<file path="config.mk">
export PLATFORM = sky130hd
export DESIGN_NAME = profile_switch_ctrl
export DESIGN_NICKNAME = d
export VERILOG_FILES = /design/src/shared/profile_switch_pkg.sv /design/src/design/profile_switch_ctrl.sv
export SDC_FILE = /design/constraint.sdc
export NUM_CORES = 1
export LEC_CHECK = 0
export BUFFER_PORTS_ARGS = -buffer_cell sky130_fd_sc_hd__buf_2
export CAP_MARGIN = 20
export CORE_MARGIN = 3
export CORE_UTILIZATION = 60
export CTS_BUF_LIST = sky130_fd_sc_hd__clkbuf_4 sky130_fd_sc_hd__clkbuf_8
export CTS_CLUSTER_DIAMETER = 40
export DETAILED_ROUTE_END_ITERATION = 8
export PLACE_DENSITY = 0.82
export SYNTH_ARGS = -nofsm -noshare
export SYNTH_HDL_FRONTEND = slang
export SYNTH_SLANG_ARGS = --single-unit
</file>
<file path="constraint.sdc">
create_clock -name clk_i -period 3.3 [get_ports clk_i]
set_input_delay 0.495 -clock clk_i [delete_from_list [all_inputs] [get_ports clk_i]]
set_output_delay 0.495 -clock clk_i [all_outputs]
set_load 0.005 [all_outputs]
</file>
<file path="src/shared/profile_switch_pkg.sv">
// constants and types for the profile switch controller
// assumes a single 25 MHz clock domain
package profile_switch_pkg;
  localparam int          CLK_HZ         = 25_000_000;
  localparam int          SWITCH_TIME_NS = 50_000;
  localparam int          SWITCH_CYCLES  = SWITCH_TIME_NS / (1_000_000_000 / CLK_HZ);
  localparam int          MAX_PROFILES   = 6;
  localparam int          IDX_W          = 3;
  localparam int          DEC_W          = 4;
  localparam int          CAL_CYCLES     = 16;
  localparam logic [2:0]  IDX_LOWEST     = 3'h0;
  localparam logic [2:0]  IDX_HIGHEST    = 3'h5;
  localparam logic [3:0]  DEC_MAIN       = 4'h0;

  typedef enum logic [2:0] {
    ST_IDLE,
    ST_CAL_MAIN,
    ST_CAL_DYN,
    ST_READY,
    ST_SWITCH
  } state_type;
endpackage

</file>
<file path="src/design/profile_switch_ctrl.sv">
// dynamic profile switching controller, single clock
// assumes config inputs are stable while config_valid_i is sampled and
// that the baseband processor arms all channels before requesting a switch
`timescale 1ns/1ps
module profile_switch_ctrl #(
  parameter int SWITCH_CNT = profile_switch_pkg::SWITCH_CYCLES
) (
  input  wire logic                               clk_i,
  input  wire logic                               arst_n_i,
  input  wire logic                               config_valid_i,
  input  wire logic [3:0]                         num_profiles_i,
  input  wire logic [5:0]                         custom_filter_i,
  input  wire logic                               hop_mode_i,
  input  wire logic                               switch_req_i,
  input  wire logic [profile_switch_pkg::IDX_W-1:0] next_profile_i,
  input  wire logic                               all_armed_i,
  input  wire logic                               tx_enable_pin_i,
  input  wire logic                               rx_enable_pin_i,
  output logic                                    config_err_o,
  output logic                                    cal_done_o,
  output logic                                    switch_busy_o,
  output logic                                    switch_reject_o,
  output logic                                    switch_done_o,
  output logic [profile_switch_pkg::IDX_W-1:0]      active_profile_o,
  output logic [profile_switch_pkg::DEC_W-1:0]      decim_ratio_o,
  output logic                                    filter_custom_o,
  output logic                                    filter_load_o,
  output logic [profile_switch_pkg::IDX_W-1:0]      stream_rate_idx_o,
  output logic                                    tx_enable_o,
  output logic                                    rx_enable_o
);
  import profile_switch_pkg::*;

  if (SWITCH_CNT < 1 || SWITCH_CNT > 65535) begin : bad_switch_cnt
    $error("SWITCH_CNT out of range");
  end

  // decimation relative to the main profile: one power of two per index step
  function automatic logic [DEC_W-1:0] decim_of(input logic [IDX_W-1:0] idx,
                                                input logic [IDX_W-1:0] main_idx);
    decim_of = DEC_W'(main_idx - idx);
  endfunction

  function automatic logic idx_ok(input logic [IDX_W-1:0] idx, input logic [IDX_W-1:0] top);
    idx_ok = (idx <= top);
  endfunction

  // pin synchronisers, three stages, change taken when stages two and three agree
  logic [2:0] tx_sync_ff;
  logic [2:0] rx_sync_ff;
  logic       tx_level_ff;
  logic       rx_level_ff;
  logic [2:0] nxt_tx_sync;
  logic [2:0] nxt_rx_sync;
  logic       nxt_tx_level;
  logic       nxt_rx_level;

  always_comb begin
    nxt_tx_sync  = {tx_sync_ff[1:0], tx_enable_pin_i};
    nxt_rx_sync  = {rx_sync_ff[1:0], rx_enable_pin_i};
    nxt_tx_level = tx_level_ff;
    nxt_rx_level = rx_level_ff;
    if (tx_sync_ff[1] == tx_sync_ff[2]) begin
      nxt_tx_level = tx_sync_ff[2];
    end
    if (rx_sync_ff[1] == rx_sync_ff[2]) begin
      nxt_rx_level = rx_sync_ff[2];
    end
  end

  always_ff @(posedge clk_i or negedge arst_n_i) begin
    if (!arst_n_i) begin
      tx_sync_ff  <= 3'h0;
      rx_sync_ff  <= 3'h0;
      tx_level_ff <= 1'b0;
      rx_level_ff <= 1'b0;
    end else begin
      tx_sync_ff  <= nxt_tx_sync;
      rx_sync_ff  <= nxt_rx_sync;
      tx_level_ff <= nxt_tx_level;
      rx_level_ff <= nxt_rx_level;
    end
  end

  // control state
  state_type        state_ff;
  state_type        nxt_state;
  logic [15:0]      cnt_ff;
  logic [15:0]      nxt_cnt;
  logic [IDX_W-1:0] main_idx_ff;
  logic [IDX_W-1:0] nxt_main_idx;
  logic [IDX_W-1:0] cal_idx_ff;
  logic [IDX_W-1:0] nxt_cal_idx;
  logic [IDX_W-1:0] active_ff;
  logic [IDX_W-1:0] nxt_active;
  logic [IDX_W-1:0] pending_ff;
  logic [IDX_W-1:0] nxt_pending;
  logic [5:0]       custom_ff;
  logic [5:0]       nxt_custom;
  logic [DEC_W-1:0] decim_ff;
  logic [DEC_W-1:0] nxt_decim;
  logic             fcust_ff;
  logic             nxt_fcust;
  logic             fload_ff;
  logic             nxt_fload;
  logic             err_ff;
  logic             nxt_err;
  logic             rej_ff;
  logic             nxt_rej;
  logic             done_ff;
  logic             nxt_done;
  logic             cfg_ok;

  // more than six profiles, fewer than two, or hopping enabled is refused
  assign cfg_ok = (num_profiles_i <= 4'(MAX_PROFILES)) && (num_profiles_i > 4'h1)
                  && !hop_mode_i;

  always_comb begin
    nxt_state    = state_ff;
    nxt_cnt      = cnt_ff;
    nxt_main_idx = main_idx_ff;
    nxt_cal_idx  = cal_idx_ff;
    nxt_active   = active_ff;
    nxt_pending  = pending_ff;
    nxt_custom   = custom_ff;
    nxt_decim    = decim_ff;
    nxt_fcust    = fcust_ff;
    nxt_fload    = 1'b0;
    nxt_err      = err_ff;
    nxt_rej      = 1'b0;
    nxt_done     = 1'b0;
    case (state_ff)
      ST_IDLE: begin
        if (config_valid_i) begin
          if (cfg_ok) begin
            nxt_err      = 1'b0;
            // highest index holds the highest rate and is the main profile
            nxt_main_idx = IDX_W'(num_profiles_i - 4'h1);
            nxt_custom   = custom_filter_i;
            nxt_cal_idx  = IDX_W'(num_profiles_i - 4'h1);
            nxt_cnt      = 16'(CAL_CYCLES);
            nxt_state    = ST_CAL_MAIN;
          end else begin
            nxt_err = 1'b1;
          end
        end
      end
      ST_CAL_MAIN: begin
        if (cnt_ff == 16'h0) begin
          nxt_cal_idx = IDX_LOWEST;
          nxt_cnt     = 16'(CAL_CYCLES);
          nxt_state   = ST_CAL_DYN;
        end else begin
          nxt_cnt = cnt_ff - 16'h1;
        end
      end
      ST_CAL_DYN: begin
        if (cnt_ff != 16'h0) begin
          nxt_cnt = cnt_ff - 16'h1;
        end else if (cal_idx_ff + IDX_W'(1) >= main_idx_ff) begin
          nxt_active = main_idx_ff;
          nxt_decim  = DEC_MAIN;
          nxt_fcust  = custom_ff[main_idx_ff];
          nxt_fload  = 1'b1;
          nxt_state  = ST_READY;
        end else begin
          nxt_cal_idx = cal_idx_ff + IDX_W'(1);
          nxt_cnt     = 16'(CAL_CYCLES);
        end
      end
      ST_READY: begin
        if (switch_req_i) begin
          if (all_armed_i && idx_ok(next_profile_i, main_idx_ff)) begin
            nxt_pending = next_profile_i;
            nxt_cnt     = 16'(SWITCH_CNT - 1);
            nxt_state   = ST_SWITCH;
          end else begin
            nxt_rej = 1'b1;
          end
        end
      end
      ST_SWITCH: begin
        if (switch_req_i) begin
          nxt_rej = 1'b1;
        end
        if (cnt_ff == 16'h0) begin
          // one shared set for every channel
          nxt_active = pending_ff;
          nxt_decim  = decim_of(pending_ff, main_idx_ff);
          nxt_fcust  = custom_ff[pending_ff];
          nxt_fload  = 1'b1;
          nxt_done   = 1'b1;
          nxt_state  = ST_READY;
        end else begin
          nxt_cnt = cnt_ff - 16'h1;
        end
      end
      default: begin
        nxt_state = ST_IDLE;
      end
    endcase
  end

  always_ff @(posedge clk_i or negedge arst_n_i) begin
    if (!arst_n_i) begin
      state_ff    <= ST_IDLE;
      cnt_ff      <= 16'h0;
      main_idx_ff <= IDX_HIGHEST;
      cal_idx_ff  <= IDX_LOWEST;
      active_ff   <= IDX_LOWEST;
      pending_ff  <= IDX_LOWEST;
      custom_ff   <= 6'h00;
      decim_ff    <= DEC_MAIN;
      fcust_ff    <= 1'b0;
      fload_ff    <= 1'b0;
      err_ff      <= 1'b0;
      rej_ff      <= 1'b0;
      done_ff     <= 1'b0;
    end else begin
      state_ff    <= nxt_state;
      cnt_ff      <= nxt_cnt;
      main_idx_ff <= nxt_main_idx;
      cal_idx_ff  <= nxt_cal_idx;
      active_ff   <= nxt_active;
      pending_ff  <= nxt_pending;
      custom_ff   <= nxt_custom;
      decim_ff    <= nxt_decim;
      fcust_ff    <= nxt_fcust;
      fload_ff    <= nxt_fload;
      err_ff      <= nxt_err;
      rej_ff      <= nxt_rej;
      done_ff     <= nxt_done;
    end
  end

  assign config_err_o      = err_ff;
  assign cal_done_o        = (state_ff == ST_READY) || (state_ff == ST_SWITCH);
  assign switch_busy_o     = (state_ff == ST_SWITCH);
  assign switch_reject_o   = rej_ff;
  assign switch_done_o     = done_ff;
  assign active_profile_o  = active_ff;
  assign decim_ratio_o     = decim_ff;
  assign filter_custom_o   = fcust_ff;
  assign filter_load_o     = fload_ff;
  assign stream_rate_idx_o = main_idx_ff;
  // enable pins pass only when operating and not switching
  assign tx_enable_o = tx_level_ff && (state_ff == ST_READY);
  assign rx_enable_o = rx_level_ff && (state_ff == ST_READY);

  // checking aid: length of the current busy stretch
  logic [15:0] busy_len_ff;
  logic [15:0] nxt_busy_len;
  always_comb begin
    nxt_busy_len = 16'h0;
    if (switch_busy_o) begin
      nxt_busy_len = busy_len_ff + 16'h1;
    end
  end
  always_ff @(posedge clk_i or negedge arst_n_i) begin
    if (!arst_n_i) begin
      busy_len_ff <= 16'h0;
    end else begin
      busy_len_ff <= nxt_busy_len;
    end
  end
endmodule

</file>
Word level (Yosys, flattened, before mapping)
Index checks and enable logic that the tools add are counted.
Widths: inputs -> output; s select.
{"block": "op_classes", "add_sub_neg": 4, "order_cmp": 6, "n_eq_ne": 17, "mux": 50, "reduce_logical": 20}
{"operator": "$mux 16", "n": 8}
{"operator": "$pmux 16 s5", "n": 1}
{"operator": "$mux 3", "n": 16}
{"operator": "$ne 2x2->1 const B", "n": 9}
{"operator": "$logic_not 16->1", "n": 1}
{"operator": "$reduce_bool 16->1", "n": 1}
{"operator": "$sub 16x1->16 const B", "n": 1}
{"operator": "$pmux 3 s5", "n": 1}
{"operator": "$mux 1", "n": 13}
{"operator": "$mux 4", "n": 3}
{"operator": "$pmux 3 s3", "n": 1}
{"operator": "$lt 3x4->1 const B", "n": 2}
{"operator": "$pmux 4 s2", "n": 1}
{"operator": "$reduce_and 8->1", "n": 1}
{"operator": "$reduce_and 7->1", "n": 1}
{"operator": "$bmux 1 s3", "n": 2}
{"operator": "$eq 3x2->1 const B", "n": 2}
{"operator": "$pmux 1 s2", "n": 3}
{"operator": "$pmux 3 s2", "n": 1}
{"operator": "$reduce_and 3->1", "n": 2}
{"operator": "$reduce_and 6->1", "n": 1}
{"operator": "$logic_and 1x1->1", "n": 5}
{"operator": "$reduce_bool 5->1", "n": 1}
{"operator": "$gt 4x1->1 const B", "n": 1}
{"operator": "other kinds (18)", "n": 19}
{"block": "word_totals", "reg_bits": 54, "in_bits": 21, "out_inout_bits": 19, "wordCells": 114}

Depth between registers and ports, before layout
{"block": "logic_depth", "word_depth": 6, "ltp_mapped": 10}

Least setup slack after synthesis
Ideal clock, no wire load.
{"block": "synth_path", "path_kind": "reg2reg", "startpoint": "register main_idx_ff[0], in the netlist stream_rate_idx_o[0]", "endpoint": "register active_ff[0], in the netlist active_profile_o[0]", "t_arrival_ps": 2179, "t_required_ps": 3175, "path_slack_ps": 996, "path_stages_with_launch": 8, "path_buffers": 0, "cell_sequence": "dfstp_2 > ha_1 > nand2b_1 > a21o_1 > a21oi_1 > o21ai_0 > nand2_1 > mux2_2"}
{"block": "synth_via", "elab_chain_cells": 3, "elab_cells_between_ends": 6, "classes_between": "order compare: 1; eq/ne: 1; mux: 3; reduce/logical: 1"}
{"element": "from (decl)", "line_no": "profile_switch_ctrl.sv:90", "text": "logic [IDX_W-1:0] main_idx_ff;"}
{"element": "from (signal assigned)", "line_no": "profile_switch_ctrl.sv:222", "text": "main_idx_ff <= nxt_main_idx;"}
{"element": "$ge 3x3->1 / $mux 3 (equally long branches)", "line_no": "profile_switch_ctrl.sv:160", "text": "end else if (cal_idx_ff + IDX_W'(1) >= main_idx_ff) begin"}
{"element": "$ne 2x2->1 (no line) / $mux 3 (equally long branches)"}
{"element": "$reduce_and 4->1 (no line) / $pmux 3 s2 (equally long branches)"}
{"element": "to (signal assigned)", "line_no": "profile_switch_ctrl.sv:224", "text": "active_ff <= nxt_active;"}
{"element": "to (decl)", "line_no": "profile_switch_ctrl.sv:94", "text": "logic [IDX_W-1:0] active_ff;"}
Parallel ways exist; a longest one is shown, timed or not. The select of a mux whose other input is x is not followed.
A chain may end at the register's enable or synchronous reset.

Worst setup path after layout
{"block": "layout_path", "startpoint": "register cal_idx_ff[0]", "endpoint": "register active_ff[0], in the netlist active_profile_o[0]"}
{"block": "layout_via", "elab_chain_cells": 4}
{"element": "from (decl)", "line_no": "profile_switch_ctrl.sv:92", "text": "logic [IDX_W-1:0] cal_idx_ff;"}
{"element": "from (signal assigned)", "line_no": "profile_switch_ctrl.sv:223", "text": "cal_idx_ff <= nxt_cal_idx;"}
{"element": "$add 3x1->3", "line_no": "profile_switch_ctrl.sv:160"}
{"element": "$ge 3x3->1", "line_no": "profile_switch_ctrl.sv:160"}
{"element": "$ne 2x2->1 (no line)"}
{"element": "$reduce_and 4->1 (no line)"}
Every way passes these cells.

==> qor.log <==
INFO  logic_synthesis synth_top_area_cell=dfrtp_1
INFO  floorplanning  die_w=77.5um
INFO  logic_synthesis synthFlopType=dfrtp_1
INFO  detailed_routing wl=6730um
INFO  timing         maxSlewHeadroom=0.400
INFO  floorplanning  start_util=0.633
INFO  place          place_hpwl=4960um
INFO  timing         rsz0062_at_grt=no
INFO  timing         finalHoldViolations=0
INFO  global_route   vias_in_the_first_global_route=2424
INFO  finish         layout.cells.most_common_list=52 x dfrtp_1, 45 x nand2_1, 39 x buf_2
INFO  timing         layout_skew=0.00471ns
INFO  logic_synthesis yosys.area.top_type_share=0.424
INFO  worst_setup_path critical_path_class=flip-flop to flip-flop
INFO  logic_synthesis synth_area_leaders=dfrtp_1 42%, o21ai_0 5.9%, ha_1 5.7%, nand2_1 5.5%, a21oi_1 3.6%
INFO  global_route   grt_pass1_wl=11800um
INFO  logic_synthesis postSynthNetCount=365
INFO  finish         commonest_non_fill_non_tap_cell_in_the_layout=dfrtp_1
INFO  power          p_comb_frac=0.517
INFO  logic_synthesis synth_async_sr_flop_share=1.00
INFO  timing         min_period_over_period=0.799
INFO  power          p_leak=0.00166uW
INFO  global_route   largest_net_degree_at_the_start_of_global_routing=42
INFO  logic_synthesis total_number_of_yosys_warnings=0
INFO  floorplanning  rows=25
INFO  worst_setup_path critical_path.endpoint_type=flip-flop
INFO  power          p_per_area=920nW/um^2
INFO  clocking       cts_resized=0
INFO  worst_setup_path cp-start-kind=flip-flop
INFO  power          irDropWorstVdd=0.000441V
INFO  timing         timing.setup.tns=0ns
INFO  clocking       htree_levels=2
INFO  floorplanning  design.core.area=4850squm
INFO  detailed_routing final_antenna_net_count=0
INFO  floorplanning  die_h=77.5um
INFO  timing         finalSetupViolations=0
INFO  global_route   track_usage=0.242
INFO  timing         max_slew.worst_pin.slew=0.900ns
INFO  detailed_routing drc_errors=0
INFO  finish         drive_gt1_frac=0.189
INFO  floorplanning  design.portCount=40
INFO  power          cellInternalPower=1710uW
INFO  detailed_routing drtPass1Iterations=5
INFO  global_route   grt_antenna_before_repair=0
INFO  detailed_routing routed-via-count=2598
INFO  power          sequentialPowerShare=0.361
INFO  logic_synthesis synth_cell_type_count=61
INFO  timing         slew_viol_final=0
INFO  logic_synthesis postSynthRegisterBits=54
INFO  clocking       root_buffer=clkbuf_8
INFO  worst_setup_path worst-path-max-fanout=10
INFO  finish         finish.instance_area=3430squm
INFO  place          finalWeightedCongestion=0.877
INFO  floorplanning  fp.dieArea=6010squm
INFO  power          power.switching_fraction=0.458
INFO  global_route   globalRoute.totalOverflow=0
INFO  run_status     status=completed
INFO  clocking       clk_pin_slew=0.10ns
INFO  worst_setup_path worstPathRequired=3.50ns
INFO  clocking       tritoncts.num_buffers=5
INFO  finish         num_antenna_cells=0
INFO  clocking       cts_post_setup_buffers_inserted=0
INFO  finish         layout.nets=406
INFO  detailed_routing post_drt_via_cell_ratio=5.93
INFO  timing         post-route-min-period=2.64ns
INFO  finish         final_core_util=0.708
INFO  detailed_routing detail_route.wl_per_cell=15.4um
INFO  clocking       clkLatencyLatePin=0.31ns
INFO  hold_path      hold_path_class=input pin to flip-flop
INFO  logic_synthesis syn-instance-count=329
INFO  clocking       cts_num_sinks=54
INFO  detailed_routing drtIter0Drc=226
INFO  job            cap_violations=0
INFO  logic_synthesis syn_avg_cell_area=9.33squm
INFO  clocking       cts-hold-fix-buffers=0
INFO  power          power_share_of_the_clock_group=0.122
INFO  finish         area_growth_syn_to_layout=11.8%
INFO  logic_synthesis synth_edf_count=0
INFO  place          portBuffers=39
INFO  worst_setup_path critical_path_arrival=2.84ns
INFO  power          power_switching=1450uW
INFO  logic_synthesis yosysSeqAreaShare=0.441
INFO  place          placement.cell_area=3340squm
INFO  timing         max_clock_freq=0.379GHz
INFO  clocking       cts_max_path_buffers=2
INFO  clocking       tritoncts=yes
INFO  logic_synthesis post_synth_instance_area=3070squm
-- final timing paths --
kind,from,cells past startpoint,slack [ns],endpoint
max,cal_idx_ff[0]$_DFFE_PN0P_,7,0.66,active_profile_o[0]$_DFFE_PN0P_
max reg2reg,cal_idx_ff[0]$_DFFE_PN0P_,7,0.66,active_profile_o[0]$_DFFE_PN0P_
min in group asynchronous,arst_n_i,1,0.30,custom_ff[3]$_DFFE_PN0P_
min reg2reg,rx_sync_ff[0]$_DFF_PN0_,0,0.36,rx_sync_ff[1]$_DFF_PN0_
max in group asynchronous,arst_n_i,2,2.21,stream_rate_idx_o[0]$_DFFE_PN1P_
min,tx_enable_pin_i,1,0.28,tx_sync_ff[0]$_DFF_PN0_
-- per-layer routing --
metal,GRT usage,up-vias,part of all wire
met3,0.0360,12,0.048
met2,0.385,89,0.46
met4,0.0730,0,0.017
met1,0.345,1244,0.47
met5,0,-,0
li1,-,1253,-
-- kinds of logic after synthesis --
kind of cell               synth area share
AOI/OAI and AO/OA                     0.199
DFF                                   0.441
buffers and inverters                0.0420
adders and majority gates            0.0701
xor gates and xnor gates             0.0114
muxes                                0.0506
and+or+nand+nor                       0.186
-- Yosys cell counts, types with 3 or more instances --
master	n
nand2_1	45
mux2_2	7
nand2b_1	4
ha_1	14
o31ai_1	4
o2bb2ai_1	3
a31oi_1	3
nand3b_1	3
o21ai_0	36
dfrtp_1	52
a21oi_1	22
xor2_1	3
nand4_1	3
and2_1	3
nor4_1	5
o21ai_1	5
nor2_1	26
a211oi_1	3
nor3_1	10
buf_2	4
inv_1	21
clkbuf_1	3
o21bai_1	3
-- worst max-delay path, cell delays in order (launching register included) --
cell and delay, ns:
dfrtp_1 0.43, ha_1 0.34, ha_1 0.28, a21o_1 0.15, a21oi_1 0.44, o21ai_0 0.14, nand2_1 0.35, mux2_2 0.39
-- cell type report --
class                           count  area [sq um]
Tap cell                           67          83.8
Multi-Input combinational cell    244          1590
Inverter                           21          78.8
Timing Repair Buffer               44           233
Clock buffer                        6          82.6
Clock inverter                      2          12.5
Sequential cell                    54          1350
Fill cell                         389          1420
-- power by group through the flow --
stage / Sequential (uW) / Clock [uW] / Combinational, uW
2_1_floorplan: 1040 / 0 / 1280
3_3_place_gp: 1130 / 0 / 1560
3_5_place_dp: 1140 / 0 / 1610
4_1_cts: 1130 / 392 / 1620
5_1_grt: 1180 / 421 / 1860
6_report: 1140 / 386 / 1630
-- stage by stage --
stage	instances	power, uW	setup slack [ns]	hold slack (ns)
after CTS	438	3140	0.679	0.279
after global placement	430	2690	0.812	0.333
after floorplan	329	2320	0.996	0.199
final	438	3160	0.662	0.285
after detailed placement	430	2760	0.712	0.335
after global routing	438	3460	0.474	0.273
-- sequential cells by signal, indices dropped and copies added, names as in the netlist, 3 cells and up --
| register | flops |
|---|---|
| tx_sync_ff | 3 |
| decim_ratio_o | 4 |
| custom_ff | 6 |
| active_profile_o | 3 |
| stream_rate_idx_o | 3 |
| cal_idx_ff | 3 |
| rx_sync_ff | 3 |
| pending_ff | 3 |
| cnt_ff | 16 |
| state_ff | 3 |
Note: power is estimated with default switching activity, not from simulation.
